==> src/tmr8_pkg.sv <==
/*
  Package for the 8-bit timer/counter block: register offsets, field
  positions, reset values, clock-select codes, waveform modes and bus types.
  Assumes a 32-bit APB bus with word-aligned registers.
*/
package tmr8_pkg;

  // ----------------------------------------------------------------
  // Register byte offsets
  // ----------------------------------------------------------------
  localparam logic [7:0] TMR8_OFS_CTRL_A  = 8'h00;
  localparam logic [7:0] TMR8_OFS_CTRL_B  = 8'h04;
  localparam logic [7:0] TMR8_OFS_COUNT   = 8'h08;
  localparam logic [7:0] TMR8_OFS_CMP_A   = 8'h0C;
  localparam logic [7:0] TMR8_OFS_CMP_B   = 8'h10;
  localparam logic [7:0] TMR8_OFS_MASK    = 8'h14;
  localparam logic [7:0] TMR8_OFS_FLAGS   = 8'h18;
  localparam logic [7:0] TMR8_OFS_ACK     = 8'h1C;
  localparam logic [7:0] TMR8_OFS_GIE     = 8'h20;

  // ----------------------------------------------------------------
  // Field positions
  // ----------------------------------------------------------------
  localparam int TMR8_B_FORCE_A = 7;
  localparam int TMR8_B_FORCE_B = 6;
  localparam int TMR8_B_WAVE_HI = 3;
  localparam int TMR8_A_MODE_A  = 6;
  localparam int TMR8_A_MODE_B  = 4;
  localparam int TMR8_IRQ_CMP_B = 2;
  localparam int TMR8_IRQ_CMP_A = 1;
  localparam int TMR8_IRQ_OVF   = 0;

  // ----------------------------------------------------------------
  // Reset values and constants
  // ----------------------------------------------------------------
  localparam logic [7:0] TMR8_RST_BYTE  = 8'h00;
  localparam logic [7:0] TMR8_MAX       = 8'hFF;
  localparam logic [7:0] TMR8_BOTTOM    = 8'h00;
  localparam logic [7:0] TMR8_ONE       = 8'h01;
  localparam logic [7:0] TMR8_CTRL_B_RD = 8'h0F;
  localparam logic [7:0] TMR8_CTRL_A_RD = 8'hF3;
  localparam logic [2:0] TMR8_IRQ_RD    = 3'h7;
  localparam logic [9:0] TMR8_PRE_ZERO  = 10'h000;
  localparam logic [9:0] TMR8_PRE_ONE   = 10'h001;
  localparam logic [9:0] TMR8_DIV8_M    = 10'h007;
  localparam logic [9:0] TMR8_DIV64_M   = 10'h03F;
  localparam logic [9:0] TMR8_DIV256_M  = 10'h0FF;
  localparam logic [9:0] TMR8_DIV1024_M = 10'h3FF;

  // Clock-select codes
  typedef enum logic [2:0] {
    TMR8_CS_STOP = 3'h0, TMR8_CS_DIV1 = 3'h1, TMR8_CS_DIV8 = 3'h2, TMR8_CS_DIV64 = 3'h3,
    TMR8_CS_DIV256 = 3'h4, TMR8_CS_DIV1024 = 3'h5, TMR8_CS_EXT_FALL = 3'h6,
    TMR8_CS_EXT_RISE = 3'h7
  } tmr8_cs_e;

  // Waveform modes {wave_mode_hi, wave_mode_lo}
  typedef enum logic [2:0] {
    TMR8_WM_NORMAL = 3'h0, TMR8_WM_PC_FF = 3'h1, TMR8_WM_CLR_MATCH = 3'h2, TMR8_WM_FAST_FF = 3'h3,
    TMR8_WM_RSV4 = 3'h4, TMR8_WM_PC_CMP = 3'h5, TMR8_WM_RSV6 = 3'h6, TMR8_WM_FAST_CMP = 3'h7
  } tmr8_wm_e;

  // Output-mode actions
  localparam logic [1:0] TMR8_OM_OFF    = 2'h0;
  localparam logic [1:0] TMR8_OM_TOGGLE = 2'h1;
  localparam logic [1:0] TMR8_OM_CLEAR  = 2'h2;
  localparam logic [1:0] TMR8_OM_SET    = 2'h3;

  // APB request and answer
  typedef struct packed {
    logic        psel;
    logic        penable;
    logic        pwrite;
    logic [7:0]  paddr;
    logic [31:0] pwdata;
  } tmr8_apb_req_s;

  typedef struct packed {
    logic        pready;
    logic        pslverr;
    logic [31:0] prdata;
  } tmr8_apb_rsp_s;

  // Waveform pin group
  typedef struct packed {
    logic outA;
    logic outB;
    logic enA;
    logic enB;
  } tmr8_wave_s;

endpackage

==> src/tmr8_timer.sv <==
/*
  8-bit timer/counter: control registers, counter, two compare channels,
  interrupt mask and flags, prescaler and external count input.
  Assumes extCountPin is synchronous to mclk and the CPU interrupt logic
  returns one-cycle vector acknowledges.
*/
// Decided for this implementation: the placing of the registers and the APB register port.
`timescale 1ns/1ps
`default_nettype none

// Notes on behaviour
// RULE1 - Force bit triggers immediate compare action
// RULE2 - Forced compare sets no flag, no clear
// RULE3 - Force bits always read back zero
// RULE4 - Software keeps force bits zero in PWM
// RULE5 - Force bits ignored in PWM modes
// RULE6 - Reserved bits read as zero
// RULE7 - Clock select: stop, /1,/8,/64,/256,/1024
// RULE8 - Codes 6/7 count falling/rising pin edges
// RULE9 - Pin edges count even when pin output
// RULE10 - Counter readable and writable directly
// RULE11 - Counter write blocks next timer-clock match
// RULE12 - Both compare registers compared continuously
// RULE13 - Interrupt needs enable, flag and global bit
// RULE14 - Matches set compare flags
// RULE15 - Vector execution clears its flag
// RULE16 - Writing one clears a flag
// RULE17 - Overflow flag set per waveform mode
// RULE18 - Mode bits select normal, match, PWM types
// RULE19 - Output mode: off, toggle, clear, set
// RULE20 - Set wins over simultaneous clear
module tmr8_timer (
  input  wire logic                   mclk,
  input  wire logic                   srst,
  input  wire tmr8_pkg::tmr8_apb_req_s apbReq,
  output var  tmr8_pkg::tmr8_apb_rsp_s apbRsp,
  input  wire logic                   extCountPin,
  input  wire logic [2:0]             irqAck,
  output var  tmr8_pkg::tmr8_wave_s    wave,
  output var  logic [2:0]             irqReq
);
  import tmr8_pkg::*;

  // ----------------------------------------------------------------
  // State
  // ----------------------------------------------------------------
  typedef struct packed {
    logic [7:0]    ctrlA;     // out_mode_a, out_mode_b, wave_mode_lo
    logic [7:0]    ctrlB;     // wave_mode_hi, clk_src_sel
    logic [7:0]    count;
    logic [7:0]    cmpA;
    logic [7:0]    cmpB;
    logic [2:0]    mask;
    logic [2:0]    flags;
    logic          gie;
    logic          upDown;    // 1 while counting down
    logic          blockNext; // match suppression armed
    logic [9:0]    pre;
    logic          pinLast;
    tmr8_apb_rsp_s rsp;
    tmr8_wave_s    wv;
    logic [2:0]    irq;
  } tmr8_state_s;

  tmr8_state_s st;
  tmr8_state_s next_st;

  // Waveform mode from both control registers
  function automatic tmr8_wm_e waveMode(input logic [7:0] a, input logic [7:0] b);
    waveMode = tmr8_wm_e'({b[TMR8_B_WAVE_HI], a[1:0]});
  endfunction

  // True for PWM waveform modes
  function automatic logic isPwm(input tmr8_wm_e m);
    isPwm = (m != TMR8_WM_NORMAL) && (m != TMR8_WM_CLR_MATCH) && (m != TMR8_WM_RSV4)
            && (m != TMR8_WM_RSV6);
  endfunction

  // Output action for a compare event
  function automatic logic compareAct(input logic [1:0] om, input logic cur);
    unique case (om)
      TMR8_OM_TOGGLE: compareAct = ~cur;
      TMR8_OM_CLEAR:  compareAct = 1'b0;
      TMR8_OM_SET:    compareAct = 1'b1;
      default:        compareAct = cur;
    endcase
  endfunction

  // PWM level: high while matching path says so
  function automatic logic pwmAct(input logic [1:0] om, input logic cur, input logic down);
    pwmAct = om[0] ^ down ? 1'b1 : 1'b0;
    if (om == TMR8_OM_OFF || om == TMR8_OM_TOGGLE) begin
      pwmAct = cur;
    end
  endfunction

  logic          wr;
  logic          rd;
  logic          tick;
  logic [7:0]    top;
  tmr8_wm_e      wm;
  tmr8_cs_e      cs;
  logic          matchA;
  logic          matchB;
  logic          atTop;
  logic          pc;
  logic          fast;
  logic [2:0]    setEv;
  logic [2:0]    clrEv;
  logic [7:0]    rdData;
  logic          mapped;

  // ----------------------------------------------------------------
  // Next-state logic
  // ----------------------------------------------------------------
  always_comb begin
    next_st = st;
    wr = apbReq.psel && apbReq.penable && apbReq.pwrite;
    rd = apbReq.psel && !apbReq.penable && !apbReq.pwrite;
    wm = waveMode(st.ctrlA, st.ctrlB);
    cs = tmr8_cs_e'(st.ctrlB[2:0]);
    pc = (wm == TMR8_WM_PC_FF) || (wm == TMR8_WM_PC_CMP);
    fast = (wm == TMR8_WM_FAST_FF) || (wm == TMR8_WM_FAST_CMP);
    top = (wm == TMR8_WM_CLR_MATCH || wm == TMR8_WM_PC_CMP || wm == TMR8_WM_FAST_CMP)
          ? st.cmpA : TMR8_MAX;
    atTop = (st.count == top);

    // Prescaler and clock select
    next_st.pre = st.pre + TMR8_PRE_ONE;
    next_st.pinLast = extCountPin;                                 // RULE9
    unique case (cs)                                               // RULE7
      TMR8_CS_STOP:     tick = 1'b0;
      TMR8_CS_DIV1:     tick = 1'b1;
      TMR8_CS_DIV8:     tick = (st.pre & TMR8_DIV8_M) == TMR8_PRE_ZERO;
      TMR8_CS_DIV64:    tick = (st.pre & TMR8_DIV64_M) == TMR8_PRE_ZERO;
      TMR8_CS_DIV256:   tick = (st.pre & TMR8_DIV256_M) == TMR8_PRE_ZERO;
      TMR8_CS_DIV1024:  tick = (st.pre & TMR8_DIV1024_M) == TMR8_PRE_ZERO;
      TMR8_CS_EXT_FALL: tick = st.pinLast && !extCountPin;         // RULE8
      TMR8_CS_EXT_RISE: tick = !st.pinLast && extCountPin;         // RULE8
    endcase

    // Continuous compare, blocked after a counter write
    matchA = tick && !st.blockNext && (st.count == st.cmpA);      // RULE12 RULE11
    matchB = tick && !st.blockNext && (st.count == st.cmpB);      // RULE12 RULE11
    if (tick) begin
      next_st.blockNext = 1'b0;
    end

    // Counter sequence per waveform mode
    setEv = 3'h0;
    if (tick) begin                                                // RULE18
      if (pc) begin
        if (!st.upDown && atTop) begin
          next_st.upDown = 1'b1;
          next_st.count = st.count - TMR8_ONE;
        end else if (st.upDown && st.count == TMR8_BOTTOM) begin
          next_st.upDown = 1'b0;
          next_st.count = st.count + TMR8_ONE;
          setEv[TMR8_IRQ_OVF] = 1'b1;                              // RULE17
        end else begin
          next_st.count = st.upDown ? st.count - TMR8_ONE : st.count + TMR8_ONE;
        end
      end else begin
        next_st.upDown = 1'b0;
        next_st.count = atTop ? TMR8_BOTTOM : st.count + TMR8_ONE;
        if (wm == TMR8_WM_FAST_CMP) begin
          setEv[TMR8_IRQ_OVF] = atTop;                             // RULE17
        end else begin
          setEv[TMR8_IRQ_OVF] = (st.count == TMR8_MAX);            // RULE17
        end
      end
    end
    setEv[TMR8_IRQ_CMP_A] = matchA;                                // RULE14
    setEv[TMR8_IRQ_CMP_B] = matchB;                                // RULE14

    // Waveform outputs
    next_st.wv.enA = st.ctrlA[TMR8_A_MODE_A +: 2] != TMR8_OM_OFF;
    next_st.wv.enB = st.ctrlA[TMR8_A_MODE_B +: 2] != TMR8_OM_OFF;
    if (!isPwm(wm)) begin
      if (matchA) begin                                            // RULE19
        next_st.wv.outA = compareAct(st.ctrlA[TMR8_A_MODE_A +: 2], st.wv.outA);
      end
      if (matchB) begin
        next_st.wv.outB = compareAct(st.ctrlA[TMR8_A_MODE_B +: 2], st.wv.outB);
      end
    end else if (tick) begin
      if (fast && atTop) begin
        next_st.wv.outA = pwmAct(st.ctrlA[TMR8_A_MODE_A +: 2], st.wv.outA, 1'b1);
        next_st.wv.outB = pwmAct(st.ctrlA[TMR8_A_MODE_B +: 2], st.wv.outB, 1'b1);
      end
      // Fast modes only count up, so a match acts as an up-counting match
      if (matchA) begin
        next_st.wv.outA = pwmAct(st.ctrlA[TMR8_A_MODE_A +: 2], st.wv.outA, st.upDown);
      end
      if (matchB) begin
        next_st.wv.outB = pwmAct(st.ctrlA[TMR8_A_MODE_B +: 2], st.wv.outB, st.upDown);
      end
    end

    // Register writes; force strobes are not stored
    clrEv = irqAck;                                                // RULE15
    if (wr) begin
      unique case (apbReq.paddr)
        TMR8_OFS_CTRL_A: next_st.ctrlA = apbReq.pwdata[7:0] & TMR8_CTRL_A_RD;
        TMR8_OFS_CTRL_B: begin
          next_st.ctrlB = apbReq.pwdata[7:0] & TMR8_CTRL_B_RD;     // RULE3 RULE6
          if (!isPwm(wm)) begin                                    // RULE5
            // Forced event changes the pin only: no flag, no clear
            if (apbReq.pwdata[TMR8_B_FORCE_A]) begin               // RULE1 RULE2
              next_st.wv.outA = compareAct(st.ctrlA[TMR8_A_MODE_A +: 2], st.wv.outA);
            end
            if (apbReq.pwdata[TMR8_B_FORCE_B]) begin               // RULE1 RULE2
              next_st.wv.outB = compareAct(st.ctrlA[TMR8_A_MODE_B +: 2], st.wv.outB);
            end
          end
        end
        TMR8_OFS_COUNT: begin
          next_st.count = apbReq.pwdata[7:0];                      // RULE10
          next_st.blockNext = 1'b1;                                // RULE11
        end
        TMR8_OFS_CMP_A: next_st.cmpA = apbReq.pwdata[7:0];
        TMR8_OFS_CMP_B: next_st.cmpB = apbReq.pwdata[7:0];
        TMR8_OFS_MASK:  next_st.mask = apbReq.pwdata[2:0];
        TMR8_OFS_FLAGS: clrEv = clrEv | apbReq.pwdata[2:0];        // RULE16
        TMR8_OFS_GIE:   next_st.gie = apbReq.pwdata[0];
        default: ;
      endcase
    end
    next_st.flags = (st.flags & ~clrEv) | setEv;                   // RULE20
    next_st.irq = st.flags & st.mask & {3{st.gie}};                // RULE13

    // Read path, captured in setup so the access phase answers at once
    mapped = 1'b1;
    unique case (apbReq.paddr)
      TMR8_OFS_CTRL_A: rdData = st.ctrlA;
      TMR8_OFS_CTRL_B: rdData = st.ctrlB & TMR8_CTRL_B_RD;        // RULE3 RULE6
      TMR8_OFS_COUNT:  rdData = st.count;                          // RULE10
      TMR8_OFS_CMP_A:  rdData = st.cmpA;
      TMR8_OFS_CMP_B:  rdData = st.cmpB;
      TMR8_OFS_MASK:   rdData = {5'h00, st.mask & TMR8_IRQ_RD};   // RULE6
      TMR8_OFS_FLAGS:  rdData = {5'h00, st.flags & TMR8_IRQ_RD};  // RULE6
      TMR8_OFS_GIE:    rdData = {7'h00, st.gie};
      default: begin
        rdData = TMR8_RST_BYTE;
        mapped = 1'b0;
      end
    endcase
    next_st.rsp.pready = apbReq.psel && !apbReq.penable;
    next_st.rsp.pslverr = apbReq.psel && !apbReq.penable && !mapped;
    next_st.rsp.prdata = rd ? {24'h000000, rdData} : 32'h00000000;
  end

  // ----------------------------------------------------------------
  // State register
  // ----------------------------------------------------------------
  always_ff @(posedge mclk) begin
    if (srst) begin
      st <= '0;
    end else begin
      st <= next_st;
    end
  end

  assign apbRsp = st.rsp;
  assign wave   = st.wv;
  assign irqReq = st.irq;

endmodule // tmr8_timer

`default_nettype wire

==> config.mk <==
export PLATFORM = sky130hd
export DESIGN_NAME = tmr8_timer
export DESIGN_NICKNAME = d
export VERILOG_FILES = /design/src/tmr8_pkg.sv /design/src/tmr8_timer.sv
export SDC_FILE = /design/constraint.sdc
export NUM_CORES = 1
export LEC_CHECK = 0
export ABC_AREA = 1
export BUFFER_PORTS_ARGS = -buffer_cell sky130_fd_sc_hd__buf_4
export CAP_MARGIN = 20
export CORE_MARGIN = 5
export CORE_UTILIZATION = 39
export CTS_BUF_LIST = sky130_fd_sc_hd__clkbuf_8
export CTS_CLUSTER_DIAMETER = 100
export DETAILED_ROUTE_END_ITERATION = 6
export GPL_TIMING_DRIVEN = 0
export PLACE_DENSITY_LB_ADDON = 0.3
export SYNTH_ARGS = -nofsm -noshare
export SYNTH_HDL_FRONTEND = slang
export SYNTH_SLANG_ARGS = --single-unit
==> constraint.sdc <==
create_clock -name mclk -period 3.63 [get_ports mclk]
set_input_delay 0.363 -clock mclk [delete_from_list [all_inputs] [get_ports mclk]]
set_output_delay 0.363 -clock mclk [all_outputs]
set_load 0.03 [all_outputs]
* Word-level counts from Yosys, hierarchy flattened
Index checks and enable logic that the tools add are counted.
Word-level totals: flip-flop bits (word level) 95, input port bits 49, output and inout bits 41, word-level logic and storage cells 168
Operators by class: $add $sub $neg 3, eq/ne operators 33, muxes and demuxes 50, bitwise logic cells 11, reduce and logical (&&, ||, !) cells 50
Operators by type and width (number):
- two-way mux 8 bit | 10
- one-hot mux 8 bit (8 select lines) | 1
- zero test 10 bit | 4
- two-way mux 27 bit | 1
- two-way mux 1 bit | 26
- equality test 8 x 5 -> 1 bit, second input constant | 3
- equality test 8 bit | 3
- equality test 3 bit, second input constant | 6
- equality test 8 x 4 -> 1 bit, second input constant | 2
- logical AND 1 bit | 16
- zero test 8 bit | 2
- AND reduction 2 bit | 7
- equality test 3 x 2 -> 1 bit, second input constant | 4
- two-way mux 2 bit | 6
- adder 10 x 1 -> 10 bit, second input constant | 1
- AND 3 bit | 3
- two-way mux 3 bit | 3
- adder 8 x 1 -> 8 bit, second input constant | 1
- equality test 2 bit, second input constant | 4
- equality test 8 x 3 -> 1 bit, second input constant | 1
- equality test 8 x 6 -> 1 bit, second input constant | 1
- equality test 8 bit, second input constant | 1
- one-hot mux 1 bit (8 select lines) | 1
- OR reduction 8 bit | 1
- 18 further kinds | 39

* Logic depth before layout (Yosys ltp)
depth after elaboration 14, mapped depth 14, mapped depth without buffers 13

* Worst setup path after synthesis
No wires, ideal clock.
path kind flip-flop to flip-flop, start point register st[77] (netlist bit), end point register st[55] (netlist bit), library setup time 0.071 ns, data arrival time 1.639 ns, data required time 3.559 ns, path slack 1.920 ns, cell stages (with the launch flop) 11, buffers on the path 0, period minus slack after synthesis 1.710 ns, cell sequence dfxtp_1 -> inv_1 -> ha_1 -> inv_1 -> nor2_1 -> nand3_1 -> nor4_2 -> nor2_2 -> nor2_1 -> nand2_1 -> a21oi_1
Between the ends: word-level cells in the longest chain between the ends 7, elaborated cells between the ends (all ways) 11, those cells by class 2 x eq/ne; 5 x mux; 1 x bitwise; 3 x reduce/logical
Ends and longest elaborated chain:
- start: declaration | RTL line tmr8_timer.sv:65 | tmr8_state_s st;
- start signal: assignment | RTL line tmr8_timer.sv:260 | st <= next_st;
- zero test 8 bit | RTL line tmr8_timer.sv:156 | end else if (st.upDown && st.count == TMR8_BOTTOM) begin
- logical AND 1 bit | RTL line tmr8_timer.sv:156
- two-way mux 1 bit | RTL line tmr8_timer.sv:156
- two-way mux 1 bit | RTL line tmr8_timer.sv:153 | if (!st.upDown && atTop) begin
- two-way mux 1 bit * | RTL line tmr8_timer.sv:152 | if (pc) begin
- two-way mux 1 bit * | RTL line tmr8_timer.sv:151 | if (tick) begin
- OR 3 bit * | RTL line tmr8_timer.sv:229 | next_st.flags = (st.flags & ~clrEv) | setEv;
Every way passes the cells marked *; elsewhere a longest branch is shown, timed or not. A chain may end at the register's enable or synchronous reset.

* Worst setup path in the final report
start point register st[78] (netlist bit), end point register st[55] (netlist bit)
Same word-level chain as after synthesis.

==> results.py <==
metrics = {
    "synthesis": {
        "netlist-cell-type-count": 46,
        "part_of_the_yosys_area_used_for_sequential_elements_pct": 32.7,
        "post_synth_instance_area_um2": 4350,
        "post-synth-top-area-cell": "sky130_fd_sc_hd__dfxtp_1",
        "netlist_instances": 647,
        "most_used_flip_flop_cell_after_synthesis": "sky130_fd_sc_hd__dfxtp_1",
        "postSynthAreaPerCell_um2": 6.72,
        "synth_largest_type_area_fraction_pct": 32.7,
        "ys_top_cells_by_area": "sky130_fd_sc_hd__dfxtp_1, sky130_fd_sc_hd__nand2_1, sky130_fd_sc_hd__buf_4, sky130_fd_sc_hd__inv_1, sky130_fd_sc_hd__nor2_1",
        "synth.most_common_cell": "sky130_fd_sc_hd__nand2_1",
        "async_flop_share_pct": 0,
        "synth_enable_flop_cells": 0,
        "synth_commonest_cells": "sky130_fd_sc_hd__nand2_1, sky130_fd_sc_hd__inv_1, sky130_fd_sc_hd__nor2_1",
        "yosys_register_bits": 71,
        "total_of_warnings_raised_by_yosys": 0,
    },
    "setup_path": {
        "cp.required_ns": 3.91,
        "slowest_delay_ns": 0.41,
        "crit_path_end_kind": "flip-flop",
        "cp_slowest_cell": "sky130_fd_sc_hd__dfxtp_1",
        "worstPathArrival_ns": 2.56,
        "rr_endpoint": "st[55]$_SDFF_PP0_",
        "crit_path_cell_trace": "inv_1 -> ha_1 -> inv_1 -> nor2_1 -> nand3_1 -> nor4_2 -> nor2_2 -> nor2_1 -> nand2_1 -> a21oi_1",
        "timing.critical_path.fanout_max": 7,
        "r2r_cells": 10,
        "setup.reg_to_reg.worst_slack_ns": 1.36,
        "critPathLaunch": "st[78]$_SDFF_PP0_",
        "worst_setup_path_start_kind": "flip-flop",
        "worstReg2RegStart": "st[78]$_SDFF_PP0_",
        "crit_type": "flip-flop to flip-flop",
    },
    "floorplan": {
        "floorplan.die_area_um2": 13400,
        "dieWidth_um": 116,
        "fp.dieH_um": 116,
        "core-area_um2": 10900,
        "effective_utilization_at_floorplan_pct": 39.9,
        "row_count": 38,
        "top_level_ports": 90,
    },
    "drt": {
        "vias_per_cell": 4.95,
        "first_iter_violations": 282,
        "routed_wire_length_per_instance_um": 14.9,
        "drc_errors": 2,
        "postRouteAntennaNets": 0,
        "via_count": 4294,
        "drt_wl_total_mm": 12.9,
        "detail_route.first_pass.iterations": 7,
    },
    "placed_design": {
        "numPortBuffers": 41,
        "dpl_cell_area_um2": 4920,
        "post_detailed_placement_half_perimeter_wirelength_mm": 10.1,
        "gpl.final_weighted_congestion": 0.963,
    },
    "sta": {
        "finalHoldViolations": 0,
        "worstMarginPinSlew_ns": 0.680,
        "slew_viol_final": 0,
        "maxClockFrequency_mhz": 440,
        "fin_worst_skew_ns": 0.0125,
        "setup_viol_count_final": 0,
        "rsz0062_at_grt": "false",
        "maxSlewHeadroom_pct": 54.6,
        "period_share_pct": 62.7,
        "finalSetupTns_ns": 0,
        "fin_crit_ns": 2.27,
    },
    "clock_tree": {
        "clk_pin_slew_worst_paths_ns": 0.09,
        "tritoncts.num_buffers": 9,
        "worstSkewPairLatency_ns": 0.35,
        "cts_h_tree_lvls": 3,
        "postCtsResizedCells": 0,
        "post-cts-setup-buffers": 0,
        "tritoncts": "done",
        "clk_root_buffer_cell": "sky130_fd_sc_hd__clkbuf_8",
        "cts_max_path_buffers": 2,
        "cts.hold.buffers_added": 0,
        "cts_num_sinks": 71,
    },
    "power_and_ir_drop": {
        "power_leakage_nw": 2.30,
        "max-vdd-ir-drop_mv": 0.204,
        "power.total_mw": 1.58,
        "p_per_area_nw_per_um2": 309,
    },
    "grt": {
        "grt_util_all_layers_pct": 20.1,
        "antenna_violations_before_repair": 0,
        "first_global_vias": 4239,
        "grt_max_degree": 14,
        "grt_remaining_overflow": 0,
        "grt_first_pass_wirelength_mm": 21.1,
    },
    "final_layout": {
        "post_route_cells_drive_above_1_share_pct": 19.1,
        "num-fill-cells": 1165,
        "synthToLayoutAreaGrowth_pct": 17.6,
        "antenna_cells_inserted": 0,
        "finish.net_count": 775,
        "cell_area_after_layout_um2": 5110,
    },
    "run_status": {
        "status": "finished with violations",
        "failing_checks": "design-rule violations",
    },
    "worst_hold_path": {
        "hold_depth": 2,
        "hp_start": "apbReq[41]",
        "worstHoldPathType": "input pin to flip-flop",
        "hold_end": "apbRsp[33]$_SDFF_PP0_",
    },
    "flow_run": {
        "cap_violations": 0,
    },
}
cell families after synthesis:
family                     Yosys count  synth area share [%]
and+or+nand+nor                    275                  28.9
buffers and inverters              153                  17.4
AOI/OAI and AO/OA                  133                  17.7
DFF                                 71                  32.7
xor gates and xnor gates            10                  2.02
adders and majority gates            4                  1.15
other                                1                0.0863
layout by cell type, fill, tap and decap left out, types with 4 or more instances in the layout:
| cell type | synthesis | routed |
|---|---|---|
| sky130_fd_sc_hd__nand2_2 | 5 | 5 |
| sky130_fd_sc_hd__inv_2 | 4 | 4 |
| sky130_fd_sc_hd__xor2_1 | 8 | 8 |
| sky130_fd_sc_hd__inv_1 | 88 | 89 |
| sky130_fd_sc_hd__nand3_1 | 34 | 34 |
| sky130_fd_sc_hd__conb_1 | 1 | 24 |
| sky130_fd_sc_hd__clkbuf_8 | 0 | 9 |
| sky130_fd_sc_hd__clkbuf_1 | 7 | 7 |
| sky130_fd_sc_hd__nand2_1 | 118 | 118 |
| sky130_fd_sc_hd__buf_2 | 4 | 4 |
| sky130_fd_sc_hd__nor2_4 | 4 | 4 |
| sky130_fd_sc_hd__buf_4 | 47 | 88 |
| sky130_fd_sc_hd__nor3_1 | 12 | 12 |
| sky130_fd_sc_hd__dfxtp_1 | 71 | 71 |
| sky130_fd_sc_hd__o21ai_0 | 36 | 36 |
| sky130_fd_sc_hd__nor2_1 | 75 | 75 |
| sky130_fd_sc_hd__o22ai_1 | 12 | 12 |
| sky130_fd_sc_hd__a21oi_1 | 53 | 53 |
| sky130_fd_sc_hd__nor2_2 | 5 | 5 |
| sky130_fd_sc_hd__a211oi_1 | 14 | 14 |
| sky130_fd_sc_hd__ha_1 | 4 | 4 |
| sky130_fd_sc_hd__nand4_1 | 9 | 9 |
sequential cells by signal, indices dropped and copies added, names as in the netlist:
| register | cells |
|---|---|
| apbRsp | 10 |
| cs | 3 |
| irqReq | 3 |
| st | 51 |
| wave | 4 |
worst max-delay path, delay by kind of cell (launching register included):
family | cells | cell delay [ns]
simple gates | 6 | 1.15
flops | 1 | 0.41
buf+inv | 2 | 0.26
fa+ha+maj | 1 | 0.25
compound gates | 1 | 0.14
power breakdown:
group	switching, mW	total (mW)	internal, mW
logic	0.0918	0.141	0.0493
clock network	0.335	0.655	0.320
registers	0.00318	0.786	0.783
worst max-delay path by stage:
stage          slack [ns]           endpoint  cells past startpoint
2_1_floorplan        1.92  st[55]$_SDFF_PP0_                     10
3_3_place_gp         1.45  st[55]$_SDFF_PP0_                     10
3_5_place_dp         1.46  st[55]$_SDFF_PP0_                     10
4_1_cts              1.43  st[55]$_SDFF_PP0_                     10
5_1_grt              1.21  st[55]$_SDFF_PP0_                     10
6_report             1.36  st[55]$_SDFF_PP0_                     10
metrics by stage:
stage | setup slack (ns) | std cells | utilization, % | hold WS [ns]
3_3_place_gp | 1.45 | 851 | 45.2 | 0.441
3_5_place_dp | 1.46 | 851 | 45.2 | 0.461
2_1_floorplan | 1.92 | 670 | - | 0.430
5_1_grt | 1.21 | 867 | 47.0 | 0.173
4_1_cts | 1.43 | 867 | 47.0 | 0.177
6_report | 1.36 | 867 | 47.0 | 0.181
per-layer routing:
layer / vias to the layer above / track usage [%] / part of all wire (%)
li1: 2190 / - / -
met1: 1931 / 25.5 / 44
met2: 151 / 34.2 / 47
met3: 22 / 3.60 / 6.7
met4: 0 / 7.59 / 2.7
met5: - / 0 / 0
cell type report:
cell class | count | area, um^2 | area share (%)
multi-input cells | 446 | 2250 | 44.1
flip-flops and latches | 71 | 1420 | 27.8
plain buffers | 60 | 409 | 8.00
inverters | 93 | 349 | 6.83
repair buffers | 41 | 308 | 6.02
well taps | 140 | 175 | 3.43
clock buffers | 9 | 124 | 2.42
clock inverters | 7 | 72.6 | 1.42
No activity file was read; power rests on OpenSTA's default activity.
